## config.mk

```make
export PLATFORM = sky130hd
export DESIGN_NAME = pmc_cfg_regs
export DESIGN_NICKNAME = d
export VERILOG_FILES = /design/src/pmc_pkg.sv /design/src/pmc_block_buf.sv /design/src/pmc_cfg_regs.sv
export VERILOG_INCLUDE_DIRS = /design/src
export SDC_FILE = /design/constraint.sdc
export NUM_CORES = 1
export LEC_CHECK = 0
export BUFFER_PORTS_ARGS = -buffer_cell sky130_fd_sc_hd__buf_4
export CORE_MARGIN = 3
export CORE_UTILIZATION = 54
export DETAILED_ROUTE_END_ITERATION = 6
export PLACE_DENSITY = 0.9
export SETUP_SLACK_MARGIN = 0.4
export SLEW_MARGIN = 40
export SYNTH_ARGS = -nofsm -noshare
export SYNTH_HDL_FRONTEND = slang
export SYNTH_SLANG_ARGS = --single-unit
export TNS_END_PERCENT = 100
```

## constraint.sdc

```tcl
create_clock -name sys_clk_i -period 2.2 [get_ports sys_clk_i]
set_clock_uncertainty 0.05 [all_clocks]
set_input_delay 0.66 -clock sys_clk_i [delete_from_list [all_inputs] [get_ports sys_clk_i]]
set_output_delay 0.66 -clock sys_clk_i [all_outputs]
set_load 0.02 [all_outputs]
```

## src/pmc_regs_map.svh

```systemverilog
// Register offsets, field positions, reset values and limits of the block.
`ifndef PMC_REGS_MAP_SVH
`define PMC_REGS_MAP_SVH

// ----------------------------------------------------------------------
// Command codes
// ----------------------------------------------------------------------
`define PMC_CMD_COMM_STATUS   8'h7E
`define PMC_CMD_MODULE_TYPE   8'hD0
`define PMC_CMD_IOUT_GAIN     8'hD6
`define PMC_CMD_IOUT_OFFSET   8'hD7
`define PMC_CMD_FW_REV        8'hDB
`define PMC_CMD_PIN_ASSIGN    8'hE0
`define PMC_CMD_ONOFF_COMB    8'hE1
`define PMC_CMD_PG_SENSE      8'hE2
`define PMC_CMD_COMP_KP       8'hE3
`define PMC_CMD_COMP_KI       8'hE4
`define PMC_CMD_COMP_KD       8'hE5
`define PMC_CMD_COMP_ALPHA    8'hE6
`define PMC_CMD_DATE_LOC_SN   8'hF0

// ----------------------------------------------------------------------
// Field positions
// ----------------------------------------------------------------------
`define PMC_WP_BIT            1
`define PMC_ARA_BIT           4
`define PMC_COMB_EN_BIT       1
`define PMC_COMB_POL_BIT      0
`define PMC_PG_POL_BIT        0
`define PMC_CML_INV_CMD_BIT   7
`define PMC_CML_INV_DATA_BIT  6

// ----------------------------------------------------------------------
// Reset values, masks and limits
// ----------------------------------------------------------------------
`define PMC_MODULE_TYPE_RST   8'hA2
`define PMC_MODULE_TYPE_MASK  8'hFE
`define PMC_PIN_ASSIGN_MASK   8'h1F
`define PMC_ONOFF_COMB_MASK   8'h03
`define PMC_PG_SENSE_MASK     8'h01
`define PMC_PIN_ASSIGN_RST    8'h00
`define PMC_ONOFF_COMB_RST    8'h00
`define PMC_PG_SENSE_RST      8'h01
`define PMC_GAIN_RST          16'h2000
`define PMC_OFFSET_RST        16'hE000
`define PMC_COEF_RST          16'h0000
`define PMC_GAIN_MIN          16'h1999
`define PMC_GAIN_MAX          16'h2666
`define PMC_OFFSET_EXP        5'h1C
`define PMC_PIN_SEC_PG        4'h0
`define PMC_PIN_TRIM_PG       4'h1
`define PMC_PIN_TRIM_SEC      4'h2
`define PMC_BLOCK_BYTES       12

`endif

```

## src/pmc_pkg.sv

```systemverilog
// Shared types of the configuration register block.
package pmc_pkg;
  typedef logic [7:0]  pmc_byte_t;
  typedef logic [15:0] pmc_word_t;
  typedef logic [3:0]  pmc_idx_t;
endpackage

```

## src/pmc_block_buf.sv

```systemverilog
// Twelve-byte date, location and serial block with staged writes.
`timescale 1ns/100ps
`default_nettype none
`include "pmc_regs_map.svh"
module pmc_block_buf
  import pmc_pkg::*;
#(
  parameter int NBYTES = `PMC_BLOCK_BYTES
) (
  input  wire logic           sys_clk_i,
  input  wire logic           arst_n_i,
  input  wire logic           start_i,
  input  wire logic           wr_stb_i,
  input  wire pmc_pkg::pmc_byte_t wr_byte_i,
  input  wire logic           rd_stb_i,
  input  wire logic           protect_i,
  output pmc_pkg::pmc_byte_t  rd_byte_o,
  output logic                reject_o,
  output logic                commit_o
);
  import pmc_pkg::*;

  if (NBYTES < 1 || NBYTES > 15) begin : g_bad_size
    $error("NBYTES out of range");
  end

  pmc_byte_t mem_ff   [NBYTES];
  pmc_byte_t stage_ff [NBYTES];
  pmc_idx_t  wr_idx_ff;
  pmc_idx_t  rd_idx_ff;
  logic      last_wr;

  // A block write lands only once all bytes arrived, so a cut transfer
  // never leaves a half-updated serial number behind.
  assign last_wr = wr_stb_i && (wr_idx_ff == 4'(NBYTES - 1));

  always_ff @(posedge sys_clk_i or negedge arst_n_i) begin
    if (!arst_n_i) begin
      wr_idx_ff <= '0;
      rd_idx_ff <= '0;
    end else if (start_i) begin
      wr_idx_ff <= '0;
      rd_idx_ff <= '0;
    end else begin
      if (wr_stb_i && wr_idx_ff < 4'(NBYTES)) begin
        wr_idx_ff <= wr_idx_ff + 4'd1;
      end
      if (rd_stb_i) begin
        rd_idx_ff <= (rd_idx_ff == 4'(NBYTES - 1)) ? '0 : rd_idx_ff + 4'd1;
      end
    end
  end

  always_ff @(posedge sys_clk_i or negedge arst_n_i) begin
    if (!arst_n_i) begin
      for (int i = 0; i < NBYTES; i++) begin
        mem_ff[i]   <= '0;
        stage_ff[i] <= '0;
      end
    end else begin
      if (wr_stb_i && !start_i && wr_idx_ff < 4'(NBYTES)) begin
        stage_ff[wr_idx_ff] <= wr_byte_i;
      end
      if (last_wr && !start_i && !protect_i) begin
        for (int i = 0; i < NBYTES - 1; i++) begin
          mem_ff[i] <= stage_ff[i];
        end
        mem_ff[NBYTES-1] <= wr_byte_i;
      end
    end
  end

  always_ff @(posedge sys_clk_i or negedge arst_n_i) begin
    if (!arst_n_i) begin
      rd_byte_o <= '0;
      reject_o  <= 1'b0;
      commit_o  <= 1'b0;
    end else begin
      rd_byte_o <= rd_stb_i ? mem_ff[rd_idx_ff] : rd_byte_o;
      commit_o  <= last_wr && !start_i && !protect_i;
      reject_o  <= !start_i && wr_stb_i &&
                   (protect_i || wr_idx_ff >= 4'(NBYTES));
    end
  end

endmodule
`default_nettype wire

```

## src/pmc_cfg_regs.sv

```systemverilog
// Manufacturer configuration command registers and pin function logic.
// Function
// - Current gain holds only 0x1999..0x2666; host writes within range.
// - Current offset accepted only with linear exponent of minus four.
// - Gain writes refused while write protection is active.
// - Offset writes refused while write protection is active.
// - Firmware revision is read-only, four BCD digits.
// - Alert enable set: answer only alert address while alert asserted.
// - Codes 0000 and 0001 map pin one to on/off or trim, pin two power-good.
// - Another code maps pin one to trim, pin two to on/off.
// - Droop-option units accept only pin code 0000.
// - On/off combination: bits 1:0 writable, 7:2 read zero.
// - Combination bit 1: ignore secondary input, or AND both inputs.
// - Combination bit 0 picks secondary input polarity.
// - Power-good polarity bit picks the pin sense.
// - Proportional coefficient is signed 16-bit, feeds compensator.
// - Integral coefficient is signed 16-bit, feeds compensator.
// - Derivative coefficient is signed 16-bit, feeds compensator.
// - Alpha coefficient limited to -256..255.
// - Twelve-byte block write, refused under write protection.
// - Module type bit 1 is the write-protect enable.
// - Bad data sets invalid-data flag; unknown command sets invalid-command.
`timescale 1ns/100ps
`default_nettype none
`include "pmc_regs_map.svh"
module pmc_cfg_regs
  import pmc_pkg::*;
#(
  parameter logic [15:0] FW_REVISION = 16'h0100, // Arbitrary value.
  parameter bit          DROOP_OPT   = 1'b0
) (
  input  wire logic               sys_clk_i,
  input  wire logic               arst_n_i,
  input  wire pmc_pkg::pmc_byte_t cmd_i,
  input  wire logic               wr_stb_i,
  input  wire logic               rd_stb_i,
  input  wire pmc_pkg::pmc_word_t wdata_i,
  input  wire logic               blk_start_i,
  input  wire logic               blk_wr_stb_i,
  input  wire logic               blk_rd_stb_i,
  input  wire logic               alert_i,
  input  wire logic               primary_onoff_i,
  input  wire logic               power_good_i,
  input  wire logic               config_pin_one_i,
  input  wire logic               config_pin_two_i,
  output pmc_pkg::pmc_word_t      rd_data_o,
  output logic                    rd_valid_o,
  output logic                    ara_only_o,
  output logic                    trim_sel_o,
  output logic                    output_enable_o,
  output logic                    config_pin_two_o,
  output logic                    config_pin_two_oe_n_o,
  output pmc_pkg::pmc_word_t      iout_gain_o,
  output pmc_pkg::pmc_word_t      iout_offset_o,
  output pmc_pkg::pmc_word_t      comp_kp_o,
  output pmc_pkg::pmc_word_t      comp_ki_o,
  output pmc_pkg::pmc_word_t      comp_kd_o,
  output pmc_pkg::pmc_word_t      comp_alpha_o
);
  import pmc_pkg::*;

  for (genvar g = 0; g < 4; g++) begin : g_bcd
    if (FW_REVISION[4*g +: 4] > 4'd9) begin : g_bad
      $error("FW_REVISION not BCD");
    end
  end

  // --------------------------------------------------------------------
  // Helpers
  // --------------------------------------------------------------------
  function automatic logic pin_code_ok(input logic [3:0] code);
    if (DROOP_OPT) begin
      return code == `PMC_PIN_SEC_PG;
    end
    return code == `PMC_PIN_SEC_PG || code == `PMC_PIN_TRIM_PG ||
           code == `PMC_PIN_TRIM_SEC;
  endfunction

  function automatic logic alpha_ok(input pmc_word_t v);
    return v[15:8] == 8'h00 || v[15:8] == 8'hFF;
  endfunction

  function automatic logic gain_ok(input pmc_word_t v);
    return v >= `PMC_GAIN_MIN && v <= `PMC_GAIN_MAX;
  endfunction

  // --------------------------------------------------------------------
  // Storage
  // --------------------------------------------------------------------
  pmc_byte_t module_type_ff;
  pmc_byte_t pin_assign_ff;
  pmc_byte_t onoff_comb_ff;
  pmc_byte_t pg_sense_ff;
  pmc_byte_t cml_ff;
  logic      alert_s1_ff, alert_s2_ff;
  logic      pg_s1_ff, pg_s2_ff;
  logic      pin1_s1_ff, pin1_s2_ff;
  logic      pin2_s1_ff, pin2_s2_ff;
  logic      prim_s1_ff, prim_s2_ff;
  logic      wp;
  logic      known_cmd;
  logic      bad_data;
  logic      acc_wr;
  logic      blk_reject;
  logic      sec_level;
  logic      sec_active;
  pmc_byte_t blk_byte;
  pmc_word_t nxt_rd_data;

  assign wp = module_type_ff[`PMC_WP_BIT];

  // --------------------------------------------------------------------
  // Write checking
  // --------------------------------------------------------------------
  always_comb begin
    known_cmd = 1'b1;
    bad_data  = 1'b0;
    unique case (cmd_i)
      `PMC_CMD_COMM_STATUS, `PMC_CMD_MODULE_TYPE, `PMC_CMD_ONOFF_COMB,
      `PMC_CMD_PG_SENSE, `PMC_CMD_COMP_KP, `PMC_CMD_COMP_KI,
      `PMC_CMD_COMP_KD: bad_data = 1'b0;
      `PMC_CMD_IOUT_GAIN: bad_data = wp || !gain_ok(wdata_i);
      `PMC_CMD_IOUT_OFFSET: begin
        bad_data = wp || wdata_i[15:11] != `PMC_OFFSET_EXP;
      end
      `PMC_CMD_PIN_ASSIGN: bad_data = !pin_code_ok(wdata_i[3:0]);
      `PMC_CMD_COMP_ALPHA: bad_data = !alpha_ok(wdata_i);
      `PMC_CMD_FW_REV: known_cmd = !wr_stb_i;
      default: known_cmd = 1'b0;
    endcase
  end

  assign acc_wr = wr_stb_i && known_cmd && !bad_data;

  // --------------------------------------------------------------------
  // Byte-wide configuration registers
  // --------------------------------------------------------------------
  always_ff @(posedge sys_clk_i or negedge arst_n_i) begin
    if (!arst_n_i) begin
      module_type_ff <= `PMC_MODULE_TYPE_RST;
      pin_assign_ff  <= `PMC_PIN_ASSIGN_RST;
      onoff_comb_ff  <= `PMC_ONOFF_COMB_RST;
      pg_sense_ff    <= `PMC_PG_SENSE_RST;
    end else if (acc_wr) begin
      if (cmd_i == `PMC_CMD_MODULE_TYPE) begin
        module_type_ff <= wdata_i[7:0] & `PMC_MODULE_TYPE_MASK;
      end
      if (cmd_i == `PMC_CMD_PIN_ASSIGN) begin
        pin_assign_ff <= wdata_i[7:0] & `PMC_PIN_ASSIGN_MASK;
      end
      if (cmd_i == `PMC_CMD_ONOFF_COMB) begin
        onoff_comb_ff <= wdata_i[7:0] & `PMC_ONOFF_COMB_MASK;
      end
      if (cmd_i == `PMC_CMD_PG_SENSE) begin
        pg_sense_ff <= wdata_i[7:0] & `PMC_PG_SENSE_MASK;
      end
    end
  end

  // --------------------------------------------------------------------
  // Word registers
  // --------------------------------------------------------------------
  always_ff @(posedge sys_clk_i or negedge arst_n_i) begin
    if (!arst_n_i) begin
      iout_gain_o   <= `PMC_GAIN_RST;
      iout_offset_o <= `PMC_OFFSET_RST;
      comp_kp_o     <= `PMC_COEF_RST;
      comp_ki_o     <= `PMC_COEF_RST;
      comp_kd_o     <= `PMC_COEF_RST;
      comp_alpha_o  <= `PMC_COEF_RST;
    end else if (acc_wr) begin
      if (cmd_i == `PMC_CMD_IOUT_GAIN) iout_gain_o <= wdata_i;
      if (cmd_i == `PMC_CMD_IOUT_OFFSET) iout_offset_o <= wdata_i;
      if (cmd_i == `PMC_CMD_COMP_KP) comp_kp_o <= wdata_i;
      if (cmd_i == `PMC_CMD_COMP_KI) comp_ki_o <= wdata_i;
      if (cmd_i == `PMC_CMD_COMP_KD) comp_kd_o <= wdata_i;
      if (cmd_i == `PMC_CMD_COMP_ALPHA) comp_alpha_o <= wdata_i;
    end
  end

  // --------------------------------------------------------------------
  // Communication status flags
  // --------------------------------------------------------------------
  // A flag raised in the cycle software clears it stays set.
  always_ff @(posedge sys_clk_i or negedge arst_n_i) begin
    if (!arst_n_i) begin
      cml_ff <= '0;
    end else begin
      if (wr_stb_i && cmd_i == `PMC_CMD_COMM_STATUS) begin
        cml_ff <= cml_ff & ~wdata_i[7:0];
      end
      if ((wr_stb_i || rd_stb_i) && !known_cmd) begin
        cml_ff[`PMC_CML_INV_CMD_BIT] <= 1'b1;
      end
      if ((wr_stb_i && known_cmd && bad_data) || blk_reject) begin
        cml_ff[`PMC_CML_INV_DATA_BIT] <= 1'b1;
      end
    end
  end

  // --------------------------------------------------------------------
  // Read path
  // --------------------------------------------------------------------
  always_comb begin
    nxt_rd_data = '0;
    unique case (cmd_i)
      `PMC_CMD_COMM_STATUS: nxt_rd_data = {8'h00, cml_ff};
      `PMC_CMD_MODULE_TYPE: nxt_rd_data = {8'h00, module_type_ff};
      `PMC_CMD_IOUT_GAIN:   nxt_rd_data = iout_gain_o;
      `PMC_CMD_IOUT_OFFSET: nxt_rd_data = iout_offset_o;
      `PMC_CMD_FW_REV:      nxt_rd_data = FW_REVISION;
      `PMC_CMD_PIN_ASSIGN:  nxt_rd_data = {8'h00, pin_assign_ff};
      `PMC_CMD_ONOFF_COMB:  nxt_rd_data = {8'h00, onoff_comb_ff};
      `PMC_CMD_PG_SENSE:    nxt_rd_data = {8'h00, pg_sense_ff};
      `PMC_CMD_COMP_KP:     nxt_rd_data = comp_kp_o;
      `PMC_CMD_COMP_KI:     nxt_rd_data = comp_ki_o;
      `PMC_CMD_COMP_KD:     nxt_rd_data = comp_kd_o;
      `PMC_CMD_COMP_ALPHA:  nxt_rd_data = comp_alpha_o;
      default:              nxt_rd_data = '0;
    endcase
  end

  always_ff @(posedge sys_clk_i or negedge arst_n_i) begin
    if (!arst_n_i) begin
      rd_data_o  <= '0;
      rd_valid_o <= 1'b0;
    end else begin
      rd_valid_o <= rd_stb_i || blk_rd_stb_i;
      if (rd_stb_i) begin
        rd_data_o <= nxt_rd_data;
      end
    end
  end

  // Block bytes appear one cycle after the strobe; never muxed onto rd_data_o, a cover watches them.
  logic blk_rd_d_ff;
  always_ff @(posedge sys_clk_i or negedge arst_n_i) begin
    if (!arst_n_i) begin
      blk_rd_d_ff <= 1'b0;
    end else begin
      blk_rd_d_ff <= blk_rd_stb_i;
    end
  end

  pmc_block_buf #(
    .NBYTES (`PMC_BLOCK_BYTES)
  ) u_block (
    .sys_clk_i (sys_clk_i),
    .arst_n_i  (arst_n_i),
    .start_i   (blk_start_i),
    .wr_stb_i  (blk_wr_stb_i),
    .wr_byte_i (wdata_i[7:0]),
    .rd_stb_i  (blk_rd_stb_i),
    .protect_i (wp),
    .rd_byte_o (blk_byte),
    .reject_o  (blk_reject),
    .commit_o  ()
  );

  // --------------------------------------------------------------------
  // Pin synchronisers
  // --------------------------------------------------------------------
  always_ff @(posedge sys_clk_i or negedge arst_n_i) begin
    if (!arst_n_i) begin
      {alert_s1_ff, alert_s2_ff} <= 2'b00;
      {pg_s1_ff, pg_s2_ff}       <= 2'b00;
      {pin1_s1_ff, pin1_s2_ff}   <= 2'b00;
      {pin2_s1_ff, pin2_s2_ff}   <= 2'b00;
      {prim_s1_ff, prim_s2_ff}   <= 2'b00;
    end else begin
      {alert_s1_ff, alert_s2_ff} <= {alert_i, alert_s1_ff};
      {pg_s1_ff, pg_s2_ff}       <= {power_good_i, pg_s1_ff};
      {pin1_s1_ff, pin1_s2_ff}   <= {config_pin_one_i, pin1_s1_ff};
      {pin2_s1_ff, pin2_s2_ff}   <= {config_pin_two_i, pin2_s1_ff};
      {prim_s1_ff, prim_s2_ff}   <= {primary_onoff_i, prim_s1_ff};
    end
  end

  // --------------------------------------------------------------------
  // Pin functions
  // --------------------------------------------------------------------
  // The trim-only code has no secondary input, so that code behaves
  // as if the secondary pin were ignored.
  assign sec_level = (pin_assign_ff[3:0] == `PMC_PIN_TRIM_SEC) ?
                     pin2_s2_ff : pin1_s2_ff;
  assign sec_active = (pin_assign_ff[3:0] == `PMC_PIN_TRIM_PG) ? 1'b1 :
                      (onoff_comb_ff[`PMC_COMB_POL_BIT] ? sec_level
                                                         : !sec_level);

  always_ff @(posedge sys_clk_i or negedge arst_n_i) begin
    if (!arst_n_i) begin
      ara_only_o            <= 1'b0;
      trim_sel_o            <= 1'b0;
      output_enable_o       <= 1'b0;
      config_pin_two_o      <= 1'b0;
      config_pin_two_oe_n_o <= 1'b1;
    end else begin
      ara_only_o <= pin_assign_ff[`PMC_ARA_BIT] && alert_s2_ff;
      trim_sel_o <= pin_assign_ff[3:0] != `PMC_PIN_SEC_PG;
      output_enable_o <= prim_s2_ff &&
        (!onoff_comb_ff[`PMC_COMB_EN_BIT] || sec_active);
      config_pin_two_o <= pg_sense_ff[`PMC_PG_POL_BIT] ?
                          pg_s2_ff : !pg_s2_ff;
      config_pin_two_oe_n_o <=
        pin_assign_ff[3:0] == `PMC_PIN_TRIM_SEC;
    end
  end
endmodule
`default_nettype wire

```

==> results of run 1 <==
[per-layer routing]
layer | up-vias | wire [µm] | track usage | share of wire
li1 | 2704 | - | - | -
met1 | 3545 | 10500 | 0.467 | 0.34
met2 | 773 | 14100 | 0.562 | 0.45
met3 | 299 | 4050 | 0.0815 | 0.13
met4 | 0 | 2660 | 0.208 | 0.085
met5 | - | 0 | 0.00368 | 0
[kinds of logic (layout without fill, tap and decap cells)]
| logic type | count (synthesis) | count (layout) | synth area share |
|---|---|---|---|
| multiplexers | 92 | 92 | 0.150 |
| adder cells (fa/ha/maj) | 1 | 1 | 0.00178 |
| AO/OA/AOI/OAI | 132 | 132 | 0.143 |
| XOR/XNOR | 3 | 3 | 0.00375 |
| AND/OR/NAND/NOR | 139 | 139 | 0.113 |
| flip-flops | 156 | 156 | 0.558 |
| buffers and inverters | 47 | 347 | 0.0300 |
[worst max-delay path, delay by kind of cell]
kind            cells  cell delay, ps
mux                 1             320
simple gates        2             420
compound gates      1             470
buf+inv             3             590
[per-stage QoR]
| step | hold WS [ps] | worst slack, ps |
|---|---|---|
| 2_1_floorplan | 281 | -162 |
| 3_3_place_gp | 282 | -336 |
| 3_5_place_dp | 290 | -368 |
| 4_1_cts | 85.5 | 170 |
| 5_1_grt | 82.7 | 9.51 |
| 6_report | 76.4 | -11.9 |
[power by group through the flow]
stage	Combinational [mW]	Sequential [mW]	Clock, mW
after CTS	0.653	3.02	3.01
after global placement	0.599	3.06	0
after floorplan	0.212	3.11	0
after detailed placement	0.616	3.06	0
final	0.745	3.03	3.05
after global routing	0.766	3.03	3.19
[flip-flops by register name, indices dropped and copies added (netlist names), 8 cells and up]
name	flops
comp_kp_o	16
iout_offset_o	16
cml_ff	8
rd_data_o	16
comp_ki_o	16
iout_gain_o	16
comp_kd_o	16
comp_alpha_o	16
[cell usage after synthesis (all sizes together) (9+ instances only)]
master / n / area, µm²
o2bb2ai: 12 / 105
nand3: 18 / 90.1
dfstp: 9 / 236
nand2: 47 / 176
o21ai: 20 / 100
a221oi: 11 / 96.3
buf: 14 / 85.1
clkbuf: 26 / 98.8
dfrtp: 147 / 3680
nor2: 17 / 78.8
mux2: 86 / 995
a21boi: 9 / 67.6
a22oi: 21 / 158
a21o: 12 / 90.1
nor3: 12 / 86.3
[layout make-up]
cell class	count	area (µm²)	share of cell area
repair buffers	308	2700	0.247
inverters	7	26.3	0.00241
clock inverters	5	77.6	0.00711
clock buffers	27	533	0.0489
well taps	172	215	0.0197
flip-flops and latches	156	3920	0.359
multi-input cells	367	3440	0.315
[path summary, 6_finish.rpt]
| kind | cells after the start | slack (ps) | to |
|---|---|---|---|
| setup / recovery | 7 | -10 | comp_alpha_o[2] |
| hold / removal | 1 | 80 | comp_kp_o[11] |
| setup reg to reg | 6 | 390 | rd_data_o[0] |
| hold reg to reg | 0 | 290 | pin1_s2_ff |
| max in group asynchronous | 2 | 1360 | module_type_ff[1] |
| min in group sys_clk_i | 1 | 280 | alert_s1_ff |
[timing repair]
item                       4_1_cts  5_1_grt
resized for setup               64       76
hold buffers                     0        0
pin swaps                       14       30
hold endpoints to repair         0        0
setup endpoints to repair      115      110
buffers inserted                16       30
cloned                           1        4
==> results.json, run 1 <==
{
  "nets": 894,
  "ioPinCount": 154,
  "async_reset_ff_frac": 1.00,
  "crit_type": "input pin to register",
  "fin_crit_sh": 1.01,
  "drtIter0Drc": 1180,
  "required_ps": 2470,
  "synth_warnings": 0,
  "dp_cells": 959,
  "grt_max_degree": 53,
  "combPwrFrac": 0.109,
  "final_cell_mix": "buf_4 (245), dfrtp_1 (147), mux2_2 (53), buf_6 (43), nand2_1 (41)",
  "clkPwrFrac": 0.447,
  "first_pass_iters": 6,
  "fillers": 525,
  "worst_skew_pair.late_latency_ps": 440,
  "slowest_stage": "a2111o_1",
  "final_common_cell": "buf_4",
  "syn_to_final_growth_pct": 55.5,
  "status": "finished, violations left",
  "htree_levels": 4,
  "crit_chain": "buf_4, buf_4, nor2b_1, nand2_1, a2111o_1, buf_4, mux2_4",
  "yosysUniqueCellTypes": 72,
  "syn-cell-area_um2": 7010,
  "ir_drop_v": 0.000604,
  "finalCoreUtilization": 0.860,
  "clockRootBuffer": "clkbuf_16",
  "cap_violations": 0,
  "critPathMaxFanout": 11,
  "grt_pass1_wl_mm": 39.1,
  "p_int_mw": 5.14,
  "std_cell_rows": 41,
  "core_area_um2": 12700,
  "synth_flop_cell": "dfrtp_1",
  "crit_path_max_incr_delay_ps": 470,
  "wl_mm": 31.3,
  "via_count": 7321,
  "dieHeight_um": 120,
  "dieArea_um2": 14400,
  "tns_ps": -11.9,
  "final_area_um2": 10900,
  "synth_edf_count": 0,
  "drv_slew": 0,
  "place_area_um2": 9250,
  "drive_gt1_frac": 0.585,
  "clock_path_buffers": 2,
  "diodes": 0,
  "postRouteAntennaNets": 0,
  "die_width_um": 120,
  "viasPerCell": 7.03,
  "fmax_ghz": 0.452,
  "cp-end-kind": "register",
  "powerDensity_nw_per_um2": 626,
  "cts.sinks": 156,
  "relSlewSlack": 0.652,
  "fin_ws_ps": -11.9,
  "grt_overflow": 0,
  "crit_path_start_kind": "input pin",
  "ys_ff_latch": 156,
  "dp_hpwl_mm": 17.5,
  "cts_tree": "built",
  "p_seq_frac": 0.444,
  "crit_top_cell": "buf_4",
  "hold_path_class": "input pin to async pin",
  "routedWlPerCell_um": 30.1,
  "first_global_vias": 6802,
  "drc": 0,
  "timing.rr.start": "pin_assign_ff[0]",
  "worst_pin_slew_ps": 517,
  "netlist_instances": 570,
  "port_buffers": 153,
  "leakage_nw": 5.48,
  "syn_nets": 607,
  "startpoint": "cmd_i[1]",
  "cts.clk_slew.worst_paths_ps": 60,
  "grtUsageTotal": 0.361,
  "cts_buffers": 17,
  "gp_congestion": 0.999,
  "period_minus_slack_ps": 2210,
  "ys_seq_area_frac": 0.558,
  "final_cells": 1042,
  "finalPower_mw": 6.82,
  "violations": "negative setup slack",
  "antenna_found_initial": 0,
  "p_sw_mw": 1.68,
  "hold_violations": 0,
  "swShare": 0.247,
  "rsz0062_at_grt": "yes",
  "worstPathArrival_ps": 2480,
  "setup_viol": 1,
  "start_util": 0.553,
  "synth_area_per_cell_um2": 12.3
}
No activity file was read; power rests on OpenSTA's default activity.
==> inputs of run 2 (changes only) <==
--- a/config.mk
+++ b/config.mk
@@ -7,6 +7,7 @@
 export NUM_CORES = 1
 export LEC_CHECK = 0
 export BUFFER_PORTS_ARGS = -buffer_cell sky130_fd_sc_hd__buf_4
+export CORE_ASPECT_RATIO = 0.75
 export CORE_MARGIN = 3
 export CORE_UTILIZATION = 54
 export DETAILED_ROUTE_END_ITERATION = 6
==> run 2 against run 1 <==
The flow finishes with violations (design-rule violations, negative setup slack). Critical path depth rose by 2. Register-to-register slack got worse by 20 ps. Sequential power barely moved. Routed wire length rose by 19%. First-iteration DRC count rose by 16%. Die area rose by 0.10%. Fmax fell by 17%. Combinational power rose by 9.0%. Cell area rose by 4.2%. Worst setup slack got worse by 440 ps. Total power rose by 3.7%. Global-route usage rose by 5.1 points.
==> results.json, run 2 (synthesized netlist as in run 1, its figures left out) <==
{
  "die_width_um": 138,
  "crit_path_start_kind": "input pin",
  "drv_slew": 0,
  "cap_violations": 0,
  "cts.clk_slew.worst_paths_ps": 70,
  "ioPinCount": 154,
  "hold_violations": 0,
  "cts_buffers": 17,
  "antenna_found_initial": 2,
  "period_minus_slack_ps": 2660,
  "dp_hpwl_mm": 17.7,
  "viasPerCell": 7.38,
  "std_cell_rows": 35,
  "setup_viol": 41,
  "cp-end-kind": "register",
  "worst_pin_slew_ps": 629,
  "core_area_um2": 12500,
  "drc": 9,
  "dieHeight_um": 105,
  "fin_ws_ps": -455,
  "hold_path_class": "input pin to async pin",
  "holdBufCountCts": 0,
  "drive_gt1_frac": 0.622,
  "clock_path_buffers": 2,
  "first_global_vias": 7160,
  "leakage_nw": 5.59,
  "htree_levels": 4,
  "grt_max_degree": 47,
  "first_pass_iters": 7,
  "worst_skew_pair.late_latency_ps": 440,
  "via_count": 7724,
  "rsz0062_at_grt": "yes",
  "routedWlPerCell_um": 35.6,
  "syn_to_final_growth_pct": 62.1,
  "fmax_ghz": 0.377,
  "port_buffers": 153,
  "violations": "design-rule violations, negative setup slack",
  "clockRootBuffer": "clkbuf_16",
  "final_common_cell": "buf_4",
  "powerDensity_nw_per_um2": 622,
  "nets": 904,
  "dieArea_um2": 14400,
  "required_ps": 2480,
  "start_util": 0.562,
  "status": "finished, violations left",
  "worstPathArrival_ps": 2930,
  "gp_congestion": 0.965,
  "final_cell_mix": "buf_4 (241), dfrtp_1 (144), mux2_2 (48), buf_6 (47)",
  "postRouteAntennaNets": 0,
  "crit_type": "input pin to register",
  "fin_crit_sh": 1.21,
  "grtUsageTotal": 0.412,
  "grt_overflow": 0,
  "grt_pass1_wl_mm": 44.2,
  "cts.sinks": 156,
  "wl_mm": 37.3,
  "place_area_um2": 9400,
  "drtIter0Drc": 1370,
  "cts_tree": "built",
  "critPathMaxFanout": 4,
  "holdWs_ps": 85.5,
  "relSlewSlack": 0.578,
  "final_area_um2": 11400,
  "ir_drop_v": 0.000562,
  "tns_ps": -9920
}
## run 2: changes by cell type in the layout (fill, tap and decap cells not counted), sizes merged
cell,before,now
buf,306,318
clkbuf,29,18
inv,6,12
clkinvlp,1,3
bufinv,2,3
diode,0,1
## run 2: final cells by class
class	instances	area, µm²
Antenna cell	1	2.50
Clock buffer	18	439
Clock inverter	14	181
Fill cell	406	1110
Inverter	7	26.3
Multi-Input combinational cell	367	3700
Sequential cell	156	3920
Tap cell	166	208
Timing Repair Buffer	318	2890
## run 2: power breakdown
group | internal [mW] | switching, mW
Combinational | 0.328 | 0.483
Clock | 1.84 | 1.38
Sequential | 2.95 | 0.0881
## run 2: worst paths after layout
path,from,to,slack [ps],depth (start not counted)
worst max-delay path,wdata_i[0],iout_gain_o[9],-460,9
worst min-delay path,arst_n_i,comp_alpha_o[1],90,1
worst max register to register,comp_alpha_o[2],rd_data_o[2],370,7
worst min register to register,pin1_s1_ff,pin1_s2_ff,320,0
max in group asynchronous,arst_n_i,iout_gain_o[13],1350,2
min in group sys_clk_i,power_good_i,pg_s1_ff,270,1
## run 2: worst max-delay path, stage by stage
cell	delay, ps
buf_6	110
nor2_1	390
nand3_1	350
o41ai_2	390
o211a_1	250
and3_4	250
buf_12	120
buf_16	110
mux2_4	290
## run 2: per-layer routing
layer	vias up	GRT usage	part of all wire
li1	2722	-	-
met1	3593	0.549	0.33
met2	1031	0.615	0.41
met3	374	0.127	0.17
met4	4	0.196	0.091
met5	-	0	0.0023
## run 2: timing repair
action,4_1_cts,5_1_grt
pin swaps,17,36
buffers inserted,16,27
endpoints found under the setup margin,101,131
resized for setup,103,95
cloned,2,1
## run 2: through the flow
stage	instances	util	total power, mW	worst slack (ps)
global route	1046	0.910	7.18	-441
floorplan	570	-	3.32	-162
detailed placement	968	0.753	3.69	-378
CTS	1018	0.855	6.79	147
global placement	968	0.753	3.67	-350
finish	1047	0.911	7.07	-455
